`config.mk`:
```
export PLATFORM = sky130hd
export DESIGN_NAME = pipm_top
export DESIGN_NICKNAME = d
export VERILOG_FILES = /design/src/core/pipm_pkg.sv /design/src/core/pipm_axil.sv /design/src/core/pipm_top.sv
export VERILOG_INCLUDE_DIRS = /design/src /design/src/core
export SDC_FILE = /design/constraint.sdc
export NUM_CORES = 1
export LEC_CHECK = 0
export BUFFER_PORTS_ARGS = -buffer_cell sky130_fd_sc_hd__buf_2
export CAP_MARGIN = 20
export CORE_MARGIN = 2
export CORE_UTILIZATION = 59
export CTS_CLUSTER_SIZE = 28
export DETAILED_ROUTE_END_ITERATION = 7
export HOLD_SLACK_MARGIN = 0.06
export PLACE_DENSITY_LB_ADDON = 0.08
export SKIP_LAST_GASP = 1
export SLEW_MARGIN = 40
export SYNTH_ARGS = -nofsm -noshare
export SYNTH_HDL_FRONTEND = slang
export SYNTH_HIERARCHICAL = 1
export SYNTH_SLANG_ARGS = --single-unit
```
`constraint.sdc`:
```
create_clock -name clk -period 3.8 [get_ports clk]
set_clock_uncertainty 0.1 [all_clocks]
set_input_delay 0.95 -clock clk [delete_from_list [all_inputs] [get_ports clk]]
set_output_delay 0.95 -clock clk [all_outputs]
set_load 0.01 [all_outputs]
```
`src/core/pipm_map.svh`:
```
// Purpose: Register offsets, field positions and reset values of the pending mux
// Assumes: AXI4-Lite byte addressing, one 32-bit word per register
// Notes:   Offsets are local choices
`ifndef PIPM_MAP_SVH
`define PIPM_MAP_SVH

`define PIPM_ADDR_W          6
`define PIPM_OFS_PERIPH_PEND 6'h00
`define PIPM_OFS_PERIPH_MASK 6'h04
`define PIPM_OFS_MAIN_PEND   6'h08
`define PIPM_OFS_LOWER_EN    6'h0C
`define PIPM_OFS_UPPER_EN    6'h10
`define PIPM_OFS_IRQ_STAT    6'h14
`define PIPM_OFS_IRQ_MASK    6'h18

// Peripheral pending / mask bit positions
`define PIPM_BIT_TMR1        0
`define PIPM_BIT_TMR2        2
`define PIPM_BIT_SER0        4
`define PIPM_BIT_WAVE        4
`define PIPM_BIT_CMP5        6
`define PIPM_BIT_SER1        6

// Main enable bit positions (lower / upper enable registers)
`define PIPM_MAIN_TIMER      0
`define PIPM_UPPER_SERIAL    4
`define PIPM_UPPER_PERIPH    5
// Main pending register layout (local): 0 timer wrap, 1 serial error, 2 peripheral
`define PIPM_MP_TIMER        0
`define PIPM_MP_SERIAL       1
`define PIPM_MP_PERIPH       2

`define PIPM_PEND_RESET      8'h00
`define PIPM_MASK_RESET      8'h00
`define PIPM_EN_RESET        8'h00
`define PIPM_MP_RESET        3'h0

`define PIPM_RESP_OKAY       2'h0
`define PIPM_RESP_SLVERR     2'h2

`endif

```
`src/core/pipm_pkg.sv`:
```
// Purpose: Shared types of the pending mux
// Assumes: Constants come from pipm_map.svh
// Notes:   Variant selects which peripheral flags exist
package pipm_pkg;
    typedef enum logic [1:0]
    {
        PIPM_VAR_WAVE   = 2'h0,
        PIPM_VAR_CMP    = 2'h1,
        PIPM_VAR_SERIAL = 2'h2
    } pipm_variant_t;

    typedef logic [7:0] pipm_byte_t;
endpackage

```
`src/core/pipm_axil.sv`:
```
// Purpose: AXI4-Lite slave front end, one write and one read at a time
// Assumes: Single clock, synchronous active-high reset
// Notes:   Answers one cycle after both write channels are held
`timescale 1ns/1ns
`include "pipm_map.svh"
module pipm_axil
(
    // System
    input  wire logic                    clk,
    input  wire logic                    rst,
    // Write channels
    input  wire logic [`PIPM_ADDR_W-1:0] awaddr,
    input  wire logic                    awvalid,
    output logic                         awready,
    input  wire logic [31:0]             wdata,
    input  wire logic [3:0]              wstrb,
    input  wire logic                    wvalid,
    output logic                         wready,
    output logic [1:0]                   bresp,
    output logic                         bvalid,
    input  wire logic                    bready,
    // Read channels
    input  wire logic [`PIPM_ADDR_W-1:0] araddr,
    input  wire logic                    arvalid,
    output logic                         arready,
    output logic [31:0]                  rdata,
    output logic [1:0]                   rresp,
    output logic                         rvalid,
    input  wire logic                    rready,
    // Register side
    output logic                         wr_en,
    output logic [`PIPM_ADDR_W-1:0]      wr_addr,
    output logic [31:0]                  wr_data,
    output logic [3:0]                   wr_strb,
    input  wire logic                    wr_ok,
    output logic                         rd_en,
    output logic [`PIPM_ADDR_W-1:0]      rd_addr,
    input  wire logic [31:0]             rd_data,
    input  wire logic                    rd_ok
);
    logic have_aw;
    logic have_w;

    // Capture each write channel independently, then issue once both held
    assign awready = !have_aw && !bvalid;
    assign wready  = !have_w && !bvalid;
    assign wr_en   = have_aw && have_w && !bvalid;
    assign arready = !rvalid;
    assign rd_en   = arvalid && !rvalid;
    assign rd_addr = araddr;

    always_ff @(posedge clk)
    begin
        if (rst)
        begin
            have_aw <= 1'b0;
            wr_addr <= '0;
        end
        else if (awvalid && awready)
        begin
            have_aw <= 1'b1;
            wr_addr <= awaddr;
        end
        else if (wr_en)
            have_aw <= 1'b0;
    end

    always_ff @(posedge clk)
    begin
        if (rst)
        begin
            have_w  <= 1'b0;
            wr_data <= '0;
            wr_strb <= '0;
        end
        else if (wvalid && wready)
        begin
            have_w  <= 1'b1;
            wr_data <= wdata;
            wr_strb <= wstrb;
        end
        else if (wr_en)
            have_w <= 1'b0;
    end

    always_ff @(posedge clk)
    begin
        if (rst)
        begin
            bvalid <= 1'b0;
            bresp  <= `PIPM_RESP_OKAY;
        end
        else if (wr_en)
        begin
            bvalid <= 1'b1;
            bresp  <= wr_ok ? `PIPM_RESP_OKAY : `PIPM_RESP_SLVERR;
        end
        else if (bready)
            bvalid <= 1'b0;
    end

    always_ff @(posedge clk)
    begin
        if (rst)
        begin
            rvalid <= 1'b0;
            rdata  <= '0;
            rresp  <= `PIPM_RESP_OKAY;
        end
        else if (rd_en)
        begin
            rvalid <= 1'b1;
            rdata  <= rd_data;
            rresp  <= rd_ok ? `PIPM_RESP_OKAY : `PIPM_RESP_SLVERR;
        end
        else if (rready)
            rvalid <= 1'b0;
    end
endmodule

```
`src/core/pipm_top.sv`:
```
// Purpose: Peripheral pending flags grouped onto shared interrupt sources
// Assumes: Event inputs are one-cycle pulses synchronous to clk
// Notes:   Main pending bits clear on vector acknowledge pulses
//
// Functional notes
// - Compare5 and waveform share the peripheral source
// - Upper enable bit 5 gates peripheral source
// - Peripheral mask bit 6 gates compare5 flag
// - Serial errors share source, upper enable bit 4
// - Peripheral mask bit 6 gates serial1 error
// - Peripheral mask bit 4 gates serial0 error
// - Timer1 and timer2 wraps share one source
// - Lower enable bit 0 gates timer wrap
// - Peripheral mask bit 2 gates timer2 wrap
// - Event sets peripheral flag and main flag
// - Reading peripheral pending clears all its flags
// - Software-set flag raises interrupt like hardware
//
// The AXI4-Lite register port and the register offsets were decided locally.
`timescale 1ns/1ns
`include "pipm_map.svh"
module pipm_top
#(
    parameter pipm_pkg::pipm_variant_t VARIANT = pipm_pkg::PIPM_VAR_CMP
)
(
    // System
    input  wire logic                    clk,
    input  wire logic                    rst,
    // AXI4-Lite write
    input  wire logic [`PIPM_ADDR_W-1:0] s_axi_awaddr,
    input  wire logic                    s_axi_awvalid,
    output logic                         s_axi_awready,
    input  wire logic [31:0]             s_axi_wdata,
    input  wire logic [3:0]              s_axi_wstrb,
    input  wire logic                    s_axi_wvalid,
    output logic                         s_axi_wready,
    output logic [1:0]                   s_axi_bresp,
    output logic                         s_axi_bvalid,
    input  wire logic                    s_axi_bready,
    // AXI4-Lite read
    input  wire logic [`PIPM_ADDR_W-1:0] s_axi_araddr,
    input  wire logic                    s_axi_arvalid,
    output logic                         s_axi_arready,
    output logic [31:0]                  s_axi_rdata,
    output logic [1:0]                   s_axi_rresp,
    output logic                         s_axi_rvalid,
    input  wire logic                    s_axi_rready,
    // Peripheral events
    input  wire logic                    timer1_wrap_flag,
    input  wire logic                    timer2_wrap_flag,
    input  wire logic                    compare5_flag,
    input  wire logic                    waveform_flag,
    input  wire logic                    serial0_error_flag,
    input  wire logic                    serial1_error_flag,
    // CPU vectoring
    input  wire logic                    ack_timer_wrap,
    input  wire logic                    ack_serial_error,
    input  wire logic                    ack_peripheral,
    output logic                         shared_timer_wrap_source,
    output logic                         shared_serial_error_source,
    output logic                         shared_peripheral_source,
    output logic                         irq
);
    import pipm_pkg::*;

    localparam bit HAS_WAVE = (VARIANT != PIPM_VAR_SERIAL);
    localparam bit HAS_CMP  = (VARIANT == PIPM_VAR_CMP);
    localparam bit HAS_SER  = (VARIANT == PIPM_VAR_SERIAL);

    logic                    wr_en;
    logic [`PIPM_ADDR_W-1:0] wr_addr;
    logic [31:0]             wr_data;
    logic [3:0]              wr_strb;
    logic                    wr_ok;
    logic                    rd_en;
    logic [`PIPM_ADDR_W-1:0] rd_addr;
    logic [31:0]             rd_data;
    logic                    rd_ok;

    pipm_byte_t peripheral_pending_flags;
    pipm_byte_t peripheral_enable_mask;
    pipm_byte_t lower_interrupt_enable;
    pipm_byte_t upper_interrupt_enable;
    logic [2:0] main_pending_flags;
    logic [2:0] irq_status;
    logic [2:0] irq_mask;

    pipm_byte_t implemented;
    pipm_byte_t hw_set;
    pipm_byte_t sw_set;
    pipm_byte_t new_flags;
    logic [2:0] main_set;
    logic [2:0] main_ack;
    logic       pend_read;
    logic       stat_read;

    // Only the flags of this variant exist; others read as zero
    always_comb
    begin
        implemented                 = '0;
        implemented[`PIPM_BIT_TMR1] = 1'b1;
        implemented[`PIPM_BIT_TMR2] = 1'b1;
        implemented[`PIPM_BIT_WAVE] = HAS_WAVE || HAS_SER;
        implemented[`PIPM_BIT_CMP5] = HAS_CMP || HAS_SER;
    end

    function automatic logic wr_hit(input logic [`PIPM_ADDR_W-1:0] ofs);
        wr_hit = wr_en && (wr_addr == ofs) && wr_strb[0];
    endfunction

    always_comb
    begin
        hw_set                 = '0;
        hw_set[`PIPM_BIT_TMR1] = timer1_wrap_flag;
        hw_set[`PIPM_BIT_TMR2] = timer2_wrap_flag;
        if (HAS_SER)
        begin
            hw_set[`PIPM_BIT_SER0] = serial0_error_flag;
            hw_set[`PIPM_BIT_SER1] = serial1_error_flag;
        end
        else
        begin
            hw_set[`PIPM_BIT_WAVE] = HAS_WAVE && waveform_flag;
            hw_set[`PIPM_BIT_CMP5] = HAS_CMP && compare5_flag;
        end
    end

    // Software writes of ones post flags just as events do
    assign sw_set    = wr_hit(`PIPM_OFS_PERIPH_PEND) ? (wr_data[7:0] & implemented) : '0;
    assign new_flags = hw_set | sw_set;

    // Timer1 always feeds; timer2 needs its mask bit
    assign main_set[`PIPM_MP_TIMER] = new_flags[`PIPM_BIT_TMR1]
        || (new_flags[`PIPM_BIT_TMR2] && peripheral_enable_mask[`PIPM_BIT_TMR2]);
    assign main_set[`PIPM_MP_SERIAL] = HAS_SER
        && ((new_flags[`PIPM_BIT_SER0] && peripheral_enable_mask[`PIPM_BIT_SER0])
         || (new_flags[`PIPM_BIT_SER1] && peripheral_enable_mask[`PIPM_BIT_SER1]));
    assign main_set[`PIPM_MP_PERIPH] = !HAS_SER
        && ((new_flags[`PIPM_BIT_CMP5] && peripheral_enable_mask[`PIPM_BIT_CMP5])
         || (new_flags[`PIPM_BIT_WAVE] && peripheral_enable_mask[`PIPM_BIT_WAVE]));

    assign main_ack  = {ack_peripheral, ack_serial_error, ack_timer_wrap};
    assign pend_read = rd_en && (rd_addr == `PIPM_OFS_PERIPH_PEND);
    assign stat_read = rd_en && (rd_addr == `PIPM_OFS_IRQ_STAT);

    // Read clears all flags, but a same-cycle set survives
    always_ff @(posedge clk)
    begin
        if (rst)
            peripheral_pending_flags <= `PIPM_PEND_RESET;
        else if (pend_read)
            peripheral_pending_flags <= new_flags;
        else
            peripheral_pending_flags <= peripheral_pending_flags | new_flags;
    end

    // Vector acknowledge clears; a new set wins
    always_ff @(posedge clk)
    begin
        if (rst)
            main_pending_flags <= `PIPM_MP_RESET;
        else
            main_pending_flags <= (main_pending_flags & ~main_ack) | main_set;
    end

    always_ff @(posedge clk)
    begin
        if (rst)
        begin
            peripheral_enable_mask <= `PIPM_MASK_RESET;
            lower_interrupt_enable <= `PIPM_EN_RESET;
            upper_interrupt_enable <= `PIPM_EN_RESET;
            irq_mask               <= `PIPM_MP_RESET;
        end
        else
        begin
            if (wr_hit(`PIPM_OFS_PERIPH_MASK))
                peripheral_enable_mask <= wr_data[7:0] & implemented;
            if (wr_hit(`PIPM_OFS_LOWER_EN))
                lower_interrupt_enable <= wr_data[7:0];
            if (wr_hit(`PIPM_OFS_UPPER_EN))
                upper_interrupt_enable <= wr_data[7:0];
            if (wr_hit(`PIPM_OFS_IRQ_MASK))
                irq_mask <= wr_data[2:0];
        end
    end

    // Requests toward the CPU, gated by main enables
    always_ff @(posedge clk)
    begin
        if (rst)
        begin
            shared_timer_wrap_source   <= 1'b0;
            shared_serial_error_source <= 1'b0;
            shared_peripheral_source   <= 1'b0;
        end
        else
        begin
            shared_timer_wrap_source   <= main_pending_flags[`PIPM_MP_TIMER]
                && lower_interrupt_enable[`PIPM_MAIN_TIMER];
            shared_serial_error_source <= main_pending_flags[`PIPM_MP_SERIAL]
                && upper_interrupt_enable[`PIPM_UPPER_SERIAL];
            shared_peripheral_source   <= main_pending_flags[`PIPM_MP_PERIPH]
                && upper_interrupt_enable[`PIPM_UPPER_PERIPH];
        end
    end

    // Sticky status of main pending sets, not gated by the enables, for the bus interrupt; read clears, set wins
    always_ff @(posedge clk)
    begin
        if (rst)
            irq_status <= `PIPM_MP_RESET;
        else if (stat_read)
            irq_status <= main_set;
        else
            irq_status <= irq_status | main_set;
    end

    assign irq = |(irq_status & irq_mask);

    always_comb
    begin
        rd_data = '0;
        rd_ok   = 1'b1;
        case (rd_addr)
            `PIPM_OFS_PERIPH_PEND: rd_data[7:0] = peripheral_pending_flags;
            `PIPM_OFS_PERIPH_MASK: rd_data[7:0] = peripheral_enable_mask;
            `PIPM_OFS_MAIN_PEND:   rd_data[2:0] = main_pending_flags;
            `PIPM_OFS_LOWER_EN:    rd_data[7:0] = lower_interrupt_enable;
            `PIPM_OFS_UPPER_EN:    rd_data[7:0] = upper_interrupt_enable;
            `PIPM_OFS_IRQ_STAT:    rd_data[2:0] = irq_status;
            `PIPM_OFS_IRQ_MASK:    rd_data[2:0] = irq_mask;
            default:               rd_ok        = 1'b0;
        endcase
    end

    always_comb
    begin
        case (wr_addr)
            `PIPM_OFS_PERIPH_PEND,
            `PIPM_OFS_PERIPH_MASK,
            `PIPM_OFS_LOWER_EN,
            `PIPM_OFS_UPPER_EN,
            `PIPM_OFS_IRQ_MASK:    wr_ok = 1'b1;
            default:               wr_ok = 1'b0;
        endcase
    end

    pipm_axil u_axil
    (
        .clk     (clk),
        .rst     (rst),
        .awaddr  (s_axi_awaddr),
        .awvalid (s_axi_awvalid),
        .awready (s_axi_awready),
        .wdata   (s_axi_wdata),
        .wstrb   (s_axi_wstrb),
        .wvalid  (s_axi_wvalid),
        .wready  (s_axi_wready),
        .bresp   (s_axi_bresp),
        .bvalid  (s_axi_bvalid),
        .bready  (s_axi_bready),
        .araddr  (s_axi_araddr),
        .arvalid (s_axi_arvalid),
        .arready (s_axi_arready),
        .rdata   (s_axi_rdata),
        .rresp   (s_axi_rresp),
        .rvalid  (s_axi_rvalid),
        .rready  (s_axi_rready),
        .wr_en   (wr_en),
        .wr_addr (wr_addr),
        .wr_data (wr_data),
        .wr_strb (wr_strb),
        .wr_ok   (wr_ok),
        .rd_en   (rd_en),
        .rd_addr (rd_addr),
        .rd_data (rd_data),
        .rd_ok   (rd_ok)
    );
endmodule

```
==> results.md <==
* Die H at 83.4 µm
* 1st-iter DRT viols at 113
* Fraction of layout cells with a size suffix above 1 at between 20% and 30%
* Final period util at 57.4%
* Slew at the pin closest to its max-slew limit at 588 ps
* Clk_lat worst skew at 340 ps
* DRT Pass-1 Iters at 4
* Largest net degree at the start of global routing at 60
* Final core occ at 71.8%
* Fmax at 0.459 GHz
* Peak supply drop at ~0.28 mV
* Clock transition at path regs at roughly 80 ps
* Synth Cell Area at between 3000 and 4000 µm²
* Inserted Diodes at 0
* Antenna violations before repair at 0
* Slew margin rel. at 60.8%
* Antenna Violating Nets Remaining at 0
* Crit path arrival time at between 2000 and 2500 ps
* Final Cell Area at 4300 µm²
* Synth-to-Final Area Change at 15.6%
* Commonest non-fill, non-tap cell in the layout: nand2_1
* Slew Limit Fails at 0
* Post-DR vias/cell at roughly 5.2
* Die W at about 83 µm
* First-pass GRT wire length at roughly 13000 µm
* CTS Sinks at just under 90
* Routed Wire Length at 7720 µm
* Kind of critical path: input port to register
* IO Port Bufs at 77
* Final Critical Period at 2180 ps
* Initial core utilization at 62.1%
* Critical path peak fanout at 36
* DP Worst Slack at about 1300 ps
* Final HPWL DP at 5260 µm
* Pwr/cell area at between 400 and 500 nW/µm²
* Global Route Usage Sum at between 20% and 30%
* WP data required at 3910 ps
* Drt wl/cell at 13.2 µm
* Core Rows at 28
* CTS-repair resized insts at 0
* Crit path launch type: input port
* Worst Setup Slack, final at 1620 ps
* RSZ-0062 raised after global routing: no
* CTS tree: yes
* H-tree Lvls at 3
* Outcome: finished, final reports clean
* DRC Markers at 0
* Max capacitance violation total at 0
* Placed cell count at 568
* Commonest non-fill, non-tap cells in the layout: nand2_1 (94), dfxtp_1 (88), buf_2 (77)
* Design Power at 1.90 mW
* Vias in the first global route at about 2800
* Gate Count Post-Synth at ~430
* DP Area at around 4000 µm²
* Nets at roughly 570
* Final hold slack at 346 ps
* Hold_buf cts at 0
* Final Hold Fails at 0
* # fillers at 517
* Setup TNS after final layout at 0 ps
* Pleak at 1.87 nW
* Core area at 5990 µm²
* Final setup viols at 0
* Total number of vias at 3011
* Ys Warns at 6
* Critical Path End Type: register
* Tightest Hold Check Type: register to register
* Non-Filler Instances at a little under 600
* Clock Tree Buf Depth at 2
* Die area at 6950 µm²
* Synthesized area per cell at roughly 8.6 µm²
* Number of buffers created by CTS at 9
* Post-CTS setup buffer count at 0
* Gpl congestion at 0.789
* GRT overflow at 0
* Ports at 109
* Root Buffer: clkbuf_8
## metal layers
metal | vias to the layer above | track usage, % | part of all wire [%]
li1 | 1558 | - | -
met1 | 1370 | 29.7 | 46
met2 | 75 | 37.2 | 48
met3 | 8 | 4.57 | 5.5
met4 | 0 | 8.05 | 1.2
met5 | - | 0 | 0
## where the power goes
part	switching (mW)	internal, mW	total (mW)
registers	0.0290	0.957	0.986
logic	0.109	0.0738	0.183
clock network	0.306	0.425	0.731
## worst max-delay path: stages
cell	delay [ps]
buf_2	70
nand2b_1	70
inv_2	420
nand4b_1	360
a221oi_1	330
nor2_1	80
## final cells by class
cell class / instances / area [µm²] / share of cell area [%]
sequential: 88 / 1760 / 41.0
clock inverter: 2 / 60.1 / 1.40
clock buffer: 14 / 173 / 4.02
multi-input combinational: 321 / 1780 / 41.3
timing repair buffer: 80 / 420 / 9.78
inverter: 4 / 15.0 / 0.349
tap: 75 / 93.8 / 2.18
## flip-flops by register name, summed over array words and instances, names as in the netlist, 2 cells and up
register / flops
irq_mask: 3
peripheral_pending_flags: 4
peripheral_enable_mask: 4
u_axil/wr_addr: 6
u_axil/wr_data: 8
upper_interrupt_enable: 8
main_pending_flags: 3
u_axil/rdata: 32
lower_interrupt_enable: 8
irq_status: 2
## worst paths after layout
kind	from	end	slack, ps	cells past startpoint
min reg2reg	lower_interrupt_enable[0]$_SDFFE_PP0P_	shared_timer_wrap_source$_SDFF_PP0_	350	2
max	s_axi_arvalid	peripheral_pending_flags[2]$_SDFF_PP0_	1620	6
min	lower_interrupt_enable[0]$_SDFFE_PP0P_	shared_timer_wrap_source$_SDFF_PP0_	350	2
max reg2reg	u_axil/bvalid$_SDFFE_PP0P_	upper_interrupt_enable[4]$_SDFFE_PP0P_	1630	5
Note: power is estimated with default switching activity, not from simulation.
